### src/design/asr_pkg.sv
// package: register map, field layouts, reset values, timing counts and carriers of the angle readout
package asr_pkg;

	// ---------------------------------------------------------------
	// clock and timing
	// ---------------------------------------------------------------
	localparam int CLK_MHZ = 125;
	localparam int REFRESH_NS = 1000;
	localparam int REFRESH_CYC = (REFRESH_NS * CLK_MHZ) / 1000;
	localparam int TIMEOUT_US = 25;
	localparam int TIMEOUT_CYC = TIMEOUT_US * CLK_MHZ;

	// ---------------------------------------------------------------
	// frame layout
	// ---------------------------------------------------------------
	localparam int ANGLE_W = 16;
	localparam int FRAME_W = ANGLE_W + 1;
	localparam logic [4:0] EDGE_PARITY = 5'h12;

	// ---------------------------------------------------------------
	// register offsets
	// ---------------------------------------------------------------
	localparam logic [4:0] REG_OFFSET_LOW = 5'h00;
	localparam logic [4:0] REG_OFFSET_HIGH = 5'h01;
	localparam logic [4:0] REG_BIAS_TRIM = 5'h02;
	localparam logic [4:0] REG_TRIM_AXIS = 5'h03;
	localparam logic [4:0] REG_INDEX_PULSE_LOW = 5'h04;
	localparam logic [4:0] REG_PULSE_HIGH = 5'h05;
	localparam logic [4:0] REG_FIELD_THRESH = 5'h06;
	localparam logic [4:0] REG_DIRECTION = 5'h09;
	localparam logic [4:0] REG_FIELD_STATUS = 5'h1b;

	// ---------------------------------------------------------------
	// reset values and writable-bit masks
	// ---------------------------------------------------------------
	localparam logic [7:0] RST_OFFSET_LOW = 8'h00;
	localparam logic [7:0] RST_OFFSET_HIGH = 8'h00;
	localparam logic [7:0] RST_BIAS_TRIM = 8'h00;
	localparam logic [7:0] RST_TRIM_AXIS = 8'h00;
	localparam logic [7:0] RST_INDEX_PULSE_LOW = 8'hc0;
	localparam logic [7:0] RST_PULSE_HIGH = 8'h3f;
	localparam logic [7:0] RST_FIELD_THRESH = 8'h1c;
	localparam logic [7:0] RST_DIRECTION = 8'h00;
	localparam logic [7:0] MASK_TRIM_AXIS = 8'h03;
	localparam logic [7:0] MASK_INDEX_PULSE_LOW = 8'hfc;
	localparam logic [7:0] MASK_PULSE_HIGH = 8'h3f;
	localparam logic [7:0] MASK_FIELD_THRESH = 8'hfc;
	localparam logic [7:0] MASK_DIRECTION = 8'h80;

	// ---------------------------------------------------------------
	// field positions
	// ---------------------------------------------------------------
	localparam int POS_X_TRIM = 0;
	localparam int POS_Y_TRIM = 1;
	localparam int POS_INDEX_LSB = 2;
	localparam int POS_PPT_LOW_LSB = 6;
	localparam int POS_PPT_HIGH_LSB = 0;
	localparam int POS_HIGH_THR_LSB = 2;
	localparam int POS_LOW_THR_LSB = 5;
	localparam int POS_DIRECTION = 7;
	localparam int POS_IN_RANGE_LSB = 3;
	localparam int POS_FIELD_LOW = 6;
	localparam int POS_FIELD_HIGH = 7;

	// ---------------------------------------------------------------
	// carriers
	// ---------------------------------------------------------------
	typedef struct packed {
		logic [15:0] zeroOffset;
		logic [7:0] biasTrimAmount;
		logic xAxisTrimEnable;
		logic yAxisTrimEnable;
		logic [7:0] encoderPulsesPerTurn;
		logic [3:0] indexShapeSetting;
		logic [2:0] fieldLowThreshold;
		logic [2:0] fieldHighThreshold;
		logic directionCcw;
	} asr_config_t;

	typedef struct packed {
		logic fieldHighFlag;
		logic fieldLowFlag;
		logic [2:0] fieldInRangeStatus;
	} asr_field_t;

	typedef struct packed {
		logic [4:0] addr;
		logic [7:0] data;
		logic wrEn;
		logic rdEn;
	} asr_reg_req_t;

	typedef enum logic {
		ASR_IDLE,
		ASR_FROZEN
	} asr_state_t;

endpackage : asr_pkg

### src/design/asr_readout.sv
// angle ssi readout with sample fifo and configuration register map
`timescale 1ns/1ps
`default_nettype none

// -------------------------------------------------------------------
// sample fifo
// -------------------------------------------------------------------
module asr_fifo #(
	parameter int WIDTH = 16,
	parameter int DEPTH = 4
) (
	// clock and reset
	input wire logic clk_sys,
	input wire logic arst_n,
	// fill side
	input wire logic inValid,
	output logic inReady,
	input wire logic [WIDTH-1:0] inData,
	// drain side
	output logic outValid,
	input wire logic outReady,
	output logic [WIDTH-1:0] outData
);
	// pointers wrap naturally because the depth is a power of two;
	// the count is one bit wider so full and empty stay distinct
	localparam int AW = (DEPTH > 1) ? $clog2(DEPTH) : 1;

	initial begin
		if (DEPTH < 2 || (DEPTH & (DEPTH - 1)) != 0 || WIDTH < 1) begin
			$error("asr_fifo: DEPTH must be a power of two of at least 2");
		end
	end

	logic [WIDTH-1:0] mem [DEPTH];
	logic [AW-1:0] wrPtr_r;
	logic [AW-1:0] rdPtr_r;
	logic [AW:0] count_r;
	logic doPush;
	logic doPop;

	assign inReady = (count_r != (AW+1)'(DEPTH));
	assign outValid = (count_r != '0);
	assign doPush = inValid && inReady;
	assign doPop = outValid && outReady;
	assign outData = mem[rdPtr_r];

	always_ff @(posedge clk_sys) begin
		if (doPush) begin
			mem[wrPtr_r] <= inData;
		end
	end

	always_ff @(posedge clk_sys or negedge arst_n) begin
		if (!arst_n) begin
			wrPtr_r <= '0;
			rdPtr_r <= '0;
			count_r <= '0;
		end else begin
			if (doPush) begin
				wrPtr_r <= wrPtr_r + 1'b1;
			end
			if (doPop) begin
				rdPtr_r <= rdPtr_r + 1'b1;
			end
			if (doPush && !doPop) begin
				count_r <= count_r + 1'b1;
			end else if (doPop && !doPush) begin
				count_r <= count_r - 1'b1;
			end
		end
	end
endmodule : asr_fifo

// -------------------------------------------------------------------
// readout top
// -------------------------------------------------------------------
module asr_readout
	import asr_pkg::*;
#(
	parameter int FIFO_DEPTH = 4,
	parameter int TIMEOUT_CYCLES = TIMEOUT_CYC
) (
	// clock and reset
	input wire logic clk_sys,
	input wire logic arst_n,
	// serial link pins
	input wire logic serialShiftClock,
	output logic serialData,
	// raw angle samples from the front end
	input wire logic rawValid,
	output logic rawReady,
	input wire logic [ANGLE_W-1:0] rawAngle,
	// field comparators
	input wire asr_field_t fieldIn,
	// register access port
	input wire asr_reg_req_t regReq,
	output logic [7:0] regRdData,
	// configuration towards analog front end and encoder
	output asr_config_t config_o,
	output logic frozen
);
	// the idle counter is 16 bits wide, so the timeout must fit in it
	initial begin
		if (TIMEOUT_CYCLES < 1 || TIMEOUT_CYCLES > 65535) begin
			$error("asr_readout: TIMEOUT_CYCLES out of range");
		end
	end

	// ---------------------------------------------------------------
	// register file
	// ---------------------------------------------------------------
	logic [7:0] offsetLow_r;
	logic [7:0] offsetHigh_r;
	logic [7:0] biasTrim_r;
	logic [7:0] trimAxis_r;
	logic [7:0] indexPulseLow_r;
	logic [7:0] pulseHigh_r;
	logic [7:0] fieldThresh_r;
	logic [7:0] direction_r;
	logic [7:0] fieldStatus;

	function automatic logic [7:0] regRead(input logic [4:0] addr, input logic [7:0] r0, input logic [7:0] r1,
			input logic [7:0] r2, input logic [7:0] r3, input logic [7:0] r4, input logic [7:0] r5,
			input logic [7:0] r6, input logic [7:0] r9, input logic [7:0] r27);
		logic [7:0] v;
		v = 8'h00;
		case (addr)
			REG_OFFSET_LOW: v = r0;
			REG_OFFSET_HIGH: v = r1;
			REG_BIAS_TRIM: v = r2;
			REG_TRIM_AXIS: v = r3;
			REG_INDEX_PULSE_LOW: v = r4;
			REG_PULSE_HIGH: v = r5;
			REG_FIELD_THRESH: v = r6;
			REG_DIRECTION: v = r9;
			REG_FIELD_STATUS: v = r27;
			default: v = 8'h00;
		endcase
		return v;
	endfunction : regRead

	// write decode for one register address
	function automatic logic hit(input asr_reg_req_t q, input logic [4:0] addr);
		return q.wrEn && (q.addr == addr);
	endfunction : hit

	always_ff @(posedge clk_sys or negedge arst_n) begin
		if (!arst_n) begin
			offsetLow_r <= RST_OFFSET_LOW;
			offsetHigh_r <= RST_OFFSET_HIGH;
			biasTrim_r <= RST_BIAS_TRIM;
			trimAxis_r <= RST_TRIM_AXIS;
			indexPulseLow_r <= RST_INDEX_PULSE_LOW;
			pulseHigh_r <= RST_PULSE_HIGH;
			fieldThresh_r <= RST_FIELD_THRESH;
			direction_r <= RST_DIRECTION;
		end else begin
			if (hit(regReq, REG_OFFSET_LOW)) offsetLow_r <= regReq.data;
			if (hit(regReq, REG_OFFSET_HIGH)) offsetHigh_r <= regReq.data;
			if (hit(regReq, REG_BIAS_TRIM)) biasTrim_r <= regReq.data;
			if (hit(regReq, REG_TRIM_AXIS)) trimAxis_r <= regReq.data & MASK_TRIM_AXIS;
			if (hit(regReq, REG_INDEX_PULSE_LOW)) indexPulseLow_r <= regReq.data & MASK_INDEX_PULSE_LOW;
			if (hit(regReq, REG_PULSE_HIGH)) pulseHigh_r <= regReq.data & MASK_PULSE_HIGH;
			if (hit(regReq, REG_FIELD_THRESH)) fieldThresh_r <= regReq.data & MASK_FIELD_THRESH;
			if (hit(regReq, REG_DIRECTION)) direction_r <= regReq.data & MASK_DIRECTION;
		end
	end

	// status is read-only; writes to it fall through as unmapped
	always_comb begin
		fieldStatus = 8'h00;
		fieldStatus[POS_FIELD_HIGH] = fieldIn.fieldHighFlag;
		fieldStatus[POS_FIELD_LOW] = fieldIn.fieldLowFlag;
		fieldStatus[POS_IN_RANGE_LSB +: 3] = fieldIn.fieldInRangeStatus;
	end

	always_ff @(posedge clk_sys or negedge arst_n) begin
		if (!arst_n) begin
			regRdData <= 8'h00;
		end else if (regReq.rdEn) begin
			regRdData <= regRead(regReq.addr, offsetLow_r, offsetHigh_r, biasTrim_r, trimAxis_r,
				indexPulseLow_r, pulseHigh_r, fieldThresh_r, direction_r, fieldStatus);
		end
	end

	// configuration fields unpacked for the front end and the encoder;
	// read-only bits were masked on write, so they never reach here
	always_comb begin
		config_o.zeroOffset = {offsetHigh_r, offsetLow_r};
		config_o.biasTrimAmount = biasTrim_r;
		config_o.xAxisTrimEnable = trimAxis_r[POS_X_TRIM];
		config_o.yAxisTrimEnable = trimAxis_r[POS_Y_TRIM];
		config_o.encoderPulsesPerTurn = {pulseHigh_r[POS_PPT_HIGH_LSB +: 6],
			indexPulseLow_r[POS_PPT_LOW_LSB +: 2]};
		config_o.indexShapeSetting = indexPulseLow_r[POS_INDEX_LSB +: 4];
		config_o.fieldLowThreshold = fieldThresh_r[POS_LOW_THR_LSB +: 3];
		config_o.fieldHighThreshold = fieldThresh_r[POS_HIGH_THR_LSB +: 3];
		config_o.directionCcw = direction_r[POS_DIRECTION];
	end

	// ---------------------------------------------------------------
	// sample path: fifo stalls the front end while frozen
	// ---------------------------------------------------------------
	logic sampleValid;
	logic sampleReady;
	logic [ANGLE_W-1:0] sampleData;
	logic [6:0] refreshCnt_r;
	logic refreshTick;
	asr_state_t state_r;

	asr_fifo #(
		.WIDTH(ANGLE_W),
		.DEPTH(FIFO_DEPTH)
	) u_fifo (
		.clk_sys(clk_sys),
		.arst_n(arst_n),
		.inValid(rawValid),
		.inReady(rawReady),
		.inData(rawAngle),
		.outValid(sampleValid),
		.outReady(sampleReady),
		.outData(sampleData)
	);

	// refresh tick is free running; a tick that falls inside a frame is lost
	// and the sample waits in the fifo for the first tick after release
	assign refreshTick = (refreshCnt_r == 7'(REFRESH_CYC - 1));
	assign sampleReady = refreshTick && (state_r == ASR_IDLE);

	always_ff @(posedge clk_sys or negedge arst_n) begin
		if (!arst_n) begin
			refreshCnt_r <= 7'h00;
		end else if (refreshTick) begin
			refreshCnt_r <= 7'h00;
		end else begin
			refreshCnt_r <= refreshCnt_r + 7'h01;
		end
	end

	// direction then zero offset; the sum wraps in 16 bits
	logic [ANGLE_W-1:0] dirAngle;
	logic [ANGLE_W-1:0] zeroPos;
	logic [ANGLE_W-1:0] outAngle;
	logic [ANGLE_W-1:0] buffer_r;

	assign dirAngle = config_o.directionCcw ? ANGLE_W'(-sampleData) : sampleData;
	assign zeroPos = ANGLE_W'(17'h10000 - {1'b0, config_o.zeroOffset});
	assign outAngle = ANGLE_W'(dirAngle - zeroPos);

	always_ff @(posedge clk_sys or negedge arst_n) begin
		if (!arst_n) begin
			buffer_r <= '0;
		end else if (sampleValid && sampleReady) begin
			buffer_r <= outAngle;
		end
	end

	// ---------------------------------------------------------------
	// serial link
	// ---------------------------------------------------------------
	logic sckMeta_r;
	logic sckSync_r;
	logic sckPrev_r;
	logic sckRise;
	logic sckFall;
	logic [4:0] edgeCnt_r;
	logic [FRAME_W-1:0] shift_r;
	logic [15:0] idleCnt_r;

	// two-stage synchroniser plus edge detector; all stages reset to the idle
	// high level so no false edge follows reset
	always_ff @(posedge clk_sys or negedge arst_n) begin
		if (!arst_n) begin
			sckMeta_r <= 1'b1;
			sckSync_r <= 1'b1;
			sckPrev_r <= 1'b1;
		end else begin
			sckMeta_r <= serialShiftClock;
			sckSync_r <= sckMeta_r;
			sckPrev_r <= sckSync_r;
		end
	end

	assign sckRise = sckSync_r && !sckPrev_r;
	assign sckFall = !sckSync_r && sckPrev_r;

	// frame control: the first rise freezes the buffer, every edge restarts
	// the idle count, and the timeout after the last edge releases it;
	// the edge count saturates so an overlong frame cannot wrap into data
	always_ff @(posedge clk_sys or negedge arst_n) begin
		if (!arst_n) begin
			state_r <= ASR_IDLE;
			edgeCnt_r <= 5'h00;
			idleCnt_r <= 16'h0000;
		end else begin
			case (state_r)
				ASR_IDLE: begin
					if (sckRise) begin
						state_r <= ASR_FROZEN;
						edgeCnt_r <= 5'h01;
						idleCnt_r <= 16'h0000;
					end
				end
				ASR_FROZEN: begin
					if (sckRise || sckFall) begin
						idleCnt_r <= 16'h0000;
						if (sckRise && edgeCnt_r != 5'h1f) begin
							edgeCnt_r <= edgeCnt_r + 5'h01;
						end
					end else if (idleCnt_r == 16'(TIMEOUT_CYCLES - 1)) begin
						state_r <= ASR_IDLE;
						edgeCnt_r <= 5'h00;
					end else begin
						idleCnt_r <= idleCnt_r + 16'h0001;
					end
				end
				default: begin
					state_r <= ASR_IDLE;
				end
			endcase
		end
	end

	// frame is only ever the angle buffer; no register data reaches this link
	always_ff @(posedge clk_sys or negedge arst_n) begin
		if (!arst_n) begin
			shift_r <= '0;
			serialData <= 1'b1;
		end else if (state_r == ASR_IDLE) begin
			serialData <= 1'b1;
			if (sckRise) begin
				shift_r <= {buffer_r, ^buffer_r};
			end
		end else if (sckRise) begin
			// rises two to seventeen carry the word, rise eighteen the check bit,
			// and anything later shifts out zeros
			if (edgeCnt_r >= 5'h01 && edgeCnt_r < EDGE_PARITY) begin
				serialData <= shift_r[FRAME_W-1];
				shift_r <= {shift_r[FRAME_W-2:0], 1'b0};
			end else begin
				serialData <= 1'b0;
			end
		end
	end

	// frozen is a plain decode of the state register
	assign frozen = (state_r == ASR_FROZEN);
endmodule : asr_readout

`default_nettype wire

### config.mk
export PLATFORM = sky130hd
export DESIGN_NAME = asr_readout
export DESIGN_NICKNAME = d
export VERILOG_FILES = /design/src/design/asr_pkg.sv /design/src/design/asr_readout.sv
export SDC_FILE = /design/constraint.sdc
export NUM_CORES = 1
export LEC_CHECK = 0
export BUFFER_PORTS_ARGS = -buffer_cell sky130_fd_sc_hd__buf_4
export CAP_MARGIN = 20
export CORE_MARGIN = 3
export CORE_UTILIZATION = 30
export CTS_BUF_LIST = sky130_fd_sc_hd__clkbuf_16
export DETAILED_ROUTE_END_ITERATION = 10
export PLACE_DENSITY = 0.55
export SYNTH_ARGS = -nofsm -noshare
export SYNTH_HDL_FRONTEND = slang
export SYNTH_SLANG_ARGS = --single-unit
### constraint.sdc
create_clock -name clk_sys -period 4.35 [get_ports clk_sys]
set_input_delay 0.6525 -clock clk_sys [delete_from_list [all_inputs] [get_ports clk_sys]]
set_output_delay 0.6525 -clock clk_sys [all_outputs]
set_load 0.1 [all_outputs]
# Yosys cells after proc, flatten, opt, wreduce, memory -nomap -nowiden
# Memory sizes are Yosys's and may differ from the RTL's.
# Index checks and enable logic that the tools add are counted.
[op_classes] n_mul=0 reduce_logical=29 n_lt_le_gt_ge=2 div=0 addsub=10 n_eq_ne=18 bitwise=1 mux=27 shift=0
[op_table] op="$pmux 8 s9" n=1
[op_table] op="$mux 17" n=4
[op_table] op="$mux 16" n=4
[op_table] op="$pmux 16 s2" n=1
[op_table] op="$mux 5" n=4
[op_table] op="$logic_and 1x1->1" n=17
[op_table] op="$add 16x1->16 const B" n=1
[op_table] op="$eq 16x12->1 const B" n=1
[op_table] op="$neg 16->16" n=1
[op_table] op="$reduce_xor 16->1" n=1
[op_table] op="$sub 1x16->16 const A" n=1
[op_table] op="$sub 16x16->16" n=1
[op_table] op="$eq 5x3->1 const B" n=3
[op_table] op="$eq 5x2->1 const B" n=2
[op_table] op="$pmux 5 s2" n=1
[op_table] op="$mux 1" n=8
[op_table] op="$add 7x1->7 const B" n=1
[op_table] op="$eq 7x7->1 const B" n=1
[op_table] op="$mux 7" n=1
[op_table] op="$mux 3" n=2
[op_table] op="$ne 3x3->1 const B" n=2
[op_table] op="$add 5x1->5 const B" n=1
[op_table] op="$eq 5x1->1 const B" n=1
[op_table] op="$eq 5x4->1 const B" n=1
[op_table] op="20 further kinds" n=26
[word_totals] out_inout_bits=56 reg_bits=126 n_memories=1 ramBits=64 input_bits=40 rom_bits=0 latchBits=0
[mem_list] name="u_fifo.mem" depth=4 width=16 rd=1 rd_clocked_by_memory_dff=0 wr=1 line="asr_readout.sv:34" rtl="logic [WIDTH-1:0] mem [DEPTH];"

# Depth between registers and ports, before layout
[logic_depth] ltp_word=6 ltp_mapped=17 depth_no_buf=15

# Hierarchy
# From an unflattened synthesis, not the netlist that was laid out.
[unflattened] hier_cells=757 hier_area_um2=9297.7
[modules_own_cells] mod="asr_readout" n_inst=1 cells_each=638 area_per_inst_um2=6537.5 seq_area_each_um2=2996.6
[modules_own_cells] mod="asr_fifo" n_inst=1 cells_each=119 area_per_inst_um2=2760.1 seq_area_each_um2=2097.0

# Worst setup path after synthesis
# OpenSTA, ideal clock, no wires.
[synth_path] kind="reg-to-reg" startpoint="register u_fifo.rdPtr_r[1]" endpoint="register buffer_r[12]" t_required_ns=4.281 path_buffers=2 path_stages_with_launch=15 slack_ns=0.606 arrival_time_ns=3.675 setup_time_ns=0.069 path_cell_list="dfrtp_1 > clkbuf_1 > clkbuf_1 > mux4_1 > nor4_4 > or2b_1 > o21ai_1 > xnor2_1 > ha_1 > o2111a_1 > o21ai_0 > o21bai_1 > a21oi_1 > or4b_2 > nand3_1"
[synth_between] elab_chain_len=4
[synth_lines] item="start: declaration" line="asr_readout.sv:36" rtl="logic [AW-1:0] rdPtr_r;"
[synth_lines] item="start signal: assignment" line="asr_readout.sv:63" rtl="rdPtr_r <= rdPtr_r + 1'b1;"
[synth_lines] item="$mem_v2 4x16 (*)"
[synth_lines] item="$neg 16->16" line="asr_readout.sv:246" rtl="assign dirAngle = config_o.directionCcw ? ANGLE_W'(-sampleData) : sampleData;"
[synth_lines] item="$mux 16 (*)" line="asr_readout.sv:246"
[synth_lines] item="$sub 16x16->16 (*)" line="asr_readout.sv:248" rtl="assign outAngle = ANGLE_W'(dirAngle - zeroPos);"
[synth_lines] item="end signal: assignment" line="asr_readout.sv:254" rtl="buffer_r <= outAngle;"
[synth_lines] item="end: declaration" line="asr_readout.sv:244" rtl="logic [ANGLE_W-1:0] buffer_r;"
# Every way passes the cells marked *; elsewhere a longest branch is shown, timed or not.
# A chain may end at the register's enable or synchronous reset.

# Final worst setup path
[layout_path] startpoint="register u_fifo.rdPtr_r[0]" endpoint="register buffer_r[12]"
# Same word-level chain as after synthesis.

==> results.json <==
{
  "status": "finished, final reports clean",
  "synth_area_mm2": 0.00920,
  "numPortBuffers": 95,
  "clk_path_buf_depth": 2,
  "num_io_pins": 96,
  "fin_ws_ns": 0.388,
  "dp_slack_ns": 0.288,
  "place_area_mm2": 0.0104,
  "yosys_warnings": 0,
  "antenna_left": 0,
  "post_cts_buffers": 0,
  "fin_worst_skew_ns": 0.0160,
  "row_count": 63,
  "netlist_instances": 743,
  "seqCellArea_mm2": 0.00509,
  "synthArstFlopShare": 0.663,
  "combPwrFrac": 0.325,
  "slew_violations": 0,
  "via_per_inst": 4.87,
  "fmaxAchievable_mhz": 252,
  "rr_startpoint": "u_fifo.rdPtr_r[0]",
  "synth_nets": 816,
  "slowest_delay_ns": 0.66,
  "critPathBufInv": 0,
  "endpoint": "buffer_r[12]",
  "ff2ff_path_depth": 12,
  "cts_buffers": 17,
  "hold_viol_final": 0,
  "p_sw_frac": 0.378,
  "setup.worst_path.start_class": "flip-flop",
  "htreeDepth": 4,
  "avgSynthCellArea_um2": 12.4,
  "post-route-min-period_ns": 3.96,
  "cellPowerDensity_mw_per_mm2": 517,
  "gp_congestion": 0.842,
  "rsz0062_at_grt": "false",
  "die_w_um": 181,
  "multi_input_area_mm2": 0.00391,
  "p_int_uw": 3530,
  "clkPwrFrac": 0.267,
  "die_area_mm2": 0.0328,
  "area_growth_pct": 19.2,
  "fill_cells": 2940,
  "fin_tns_setup_ns": 0,
  "grt_pass1_vias": 5980,
  "power_switching_uw": 2150,
  "crit_chain": "mux4_1 > nor4_4 > or2b_1 > o21ai_1 > xnor2_1 > ha_1 > o2111a_1 > o21ai_0 > o21bai_1 > a21oi_1 > or4b_2 > nand3_1",
  "required_ns": 4.72,
  "wl_per_cell_um": 16.9,
  "setup_viol": 0,
  "reg2reg_slack_ns": 0.39,
  "synth_flop_cell": "dfrtp_1",
  "drtPass1Iterations": 6,
  "ir_drop_mv": 0.260,
  "final_core_util": 0.366,
  "core_area_mm2": 0.0300,
  "root_buffer": "clkbuf_16",
  "grt-ovfl-total": 0,
  "groute.usage.overall": 0.130,
  "cts_tree": "yes",
  "grt_pass1_wl_mm": 34.0,
  "remaining_drc_errors": 0,
  "critical-path-top-delay-family": "simple AND/OR/NAND/NOR gates",
  "final_area_mm2": 0.0110,
  "grt_max_degree": 107,
  "tightest_slew_ns": 0.875,
  "synth_edf_count": 64,
  "wirelength_mm": 21.1,
  "routed-wl-met3_um": 680,
  "drv_cap": 0,
  "startpoint": "u_fifo.rdPtr_r[0]",
  "hold_class": "primary input to async pin",
  "worstSetupPathType": "flip-flop to flip-flop",
  "yosysUniqueCellTypes": 60,
  "seq_area_frac_synth": 0.554,
  "insertedDiodeCount": 0,
  "clkTransAtPathRegs_ns": 0.07,
  "antenna_found_initial": 0,
  "period_share": 0.911,
  "num_vias": 6072,
  "path_depth": 12,
  "rr_endpoint": "buffer_r[12]",
  "power.leakage_uw": 0.00466,
  "clock_latency_ns": 0.43,
  "topRoutingLayerUsed": "met4",
  "synth_seq_cells": 190,
  "worstPathMaxFanout": 8,
  "start_util": 0.307,
  "drive_gt1_frac": 0.247,
  "pwr-share-seq": 0.408,
  "nets": 918,
  "dp_hpwl_mm": 15.3,
  "endpoint_kind": "flip-flop",
  "slew-limit-headroom": 0.417,
  "met1_length_mm": 10.2,
  "fp.dieH_um": 181,
  "first_iter_violations": 400,
  "cp_data_arrival_time_ns": 4.33,
  "cts_sinks": 190,
  "wl_met2_mm": 9.97,
  "slowest_stage": "mux4_1"
}
[power groups by stage]
| stage | clock, uW | sequential, uW | combinational, uW |
|---|---|---|---|
| 4_1_cts | 1560 | 2320 | 1850 |
| 5_1_grt | 1640 | 2340 | 1980 |
| 2_1_floorplan | 0 | 2910 | 791 |
| 3_5_place_dp | 0 | 2350 | 1840 |
| 3_3_place_gp | 0 | 2350 | 1830 |
| 6_report | 1520 | 2310 | 1840 |
[cells by family (layout without fill, tap and decap cells)]
logic type / after synthesis / after routing / synth area share
compound gates: 131 / 131 / 0.0899
xor+xnor: 65 / 65 / 0.0619
fa+ha+maj: 33 / 33 / 0.0465
buf+inv: 47 / 162 / 0.0218
flops: 190 / 190 / 0.554
mux: 84 / 84 / 0.124
simple gates: 193 / 193 / 0.103
[stage by stage]
stage | power, uW | instances | hold slack, ns
floorplan | 3700 | 743 | 0.345
global placement | 4180 | 1213 | 0.346
detailed placement | 4200 | 1213 | 0.347
CTS | 5730 | 1245 | 0.305
global route | 5970 | 1248 | 0.0488
finish | 5670 | 1248 | 0.0546
[flip-flops by register name, summed over array words and instances, names as in the netlist, 7 cells and up]
| name | count |
|---|---|
| biasTrim_r | 8 |
| buffer_r | 16 |
| idleCnt_r | 16 |
| offsetHigh_r | 8 |
| offsetLow_r | 8 |
| refreshCnt_r | 7 |
| regRdData | 8 |
| shift_r | 17 |
| u_fifo.mem | 64 |
[cell type report]
class,count,area share
multi-input combinational,506,0.357
clock inverter,15,0.0121
inverter,25,0.00856
sequential,190,0.465
tap,390,0.0445
timing repair buffer,105,0.0747
clock buffer,17,0.0388
[cell usage in the layout, fill, tap and decap left out, drive strengths merged, types with 7 or more instances in the layout]
cell,count
and3,15
a22oi,9
mux4,16
o22ai,9
nor3,8
a21oi,18
nand2b,7
buf,105
nand3,14
nand2,77
nor2,38
edfxtp,64
mux2i,18
ha,31
dfstp,15
mux2,50
xor2,25
o21ai,56
inv,33
dfrtp,111
xnor2,40
clkbuf,17
[worst min-delay path by stage]
stage / cells after the start / startpoint / end
after floorplan: 0 / sckMeta_r / sckSync_r
after CTS: 1 / serialShiftClock / sckMeta_r
final: 1 / arst_n / idleCnt_r[10]
after detailed placement: 0 / sckMeta_r / sckSync_r
after global routing: 1 / arst_n / idleCnt_r[10]
after global placement: 0 / sckMeta_r / sckSync_r
[layer usage]
metal	vias up	GRT usage
met4	0	0.0353
met2	102	0.204
li1	2929	-
met5	-	0
met1	3022	0.182
met3	19	0.0294
[cell usage after synthesis, drive strengths merged, types with 5 or more instances]
cell,count,area share
xnor2,40,0.038
nor3,8,0.0044
and3,15,0.010
nor4,5,0.0050
nand3,14,0.0076
nand2,77,0.031
ha,31,0.042
edfxtp,64,0.21
nand4,5,0.0034
dfrtp,111,0.30
a22oi,9,0.0073
o22ai,9,0.0061
a211oi,5,0.0041
nor2,38,0.016
mux2,50,0.061
nand2b,7,0.0048
inv,24,0.0098
dfstp,15,0.043
mux2i,18,0.020
a21oi,18,0.0098
clkbuf,18,0.0073
a21o,6,0.0049
a221oi,6,0.0057
xor2,25,0.024
mux4,16,0.043
o21ai,56,0.030
[timing repair]
item	in CTS	in global routing
hold buffers	0	0
resized for setup	0	2
setup endpoints to repair	0	3
(Power assumes the default switching activity.)
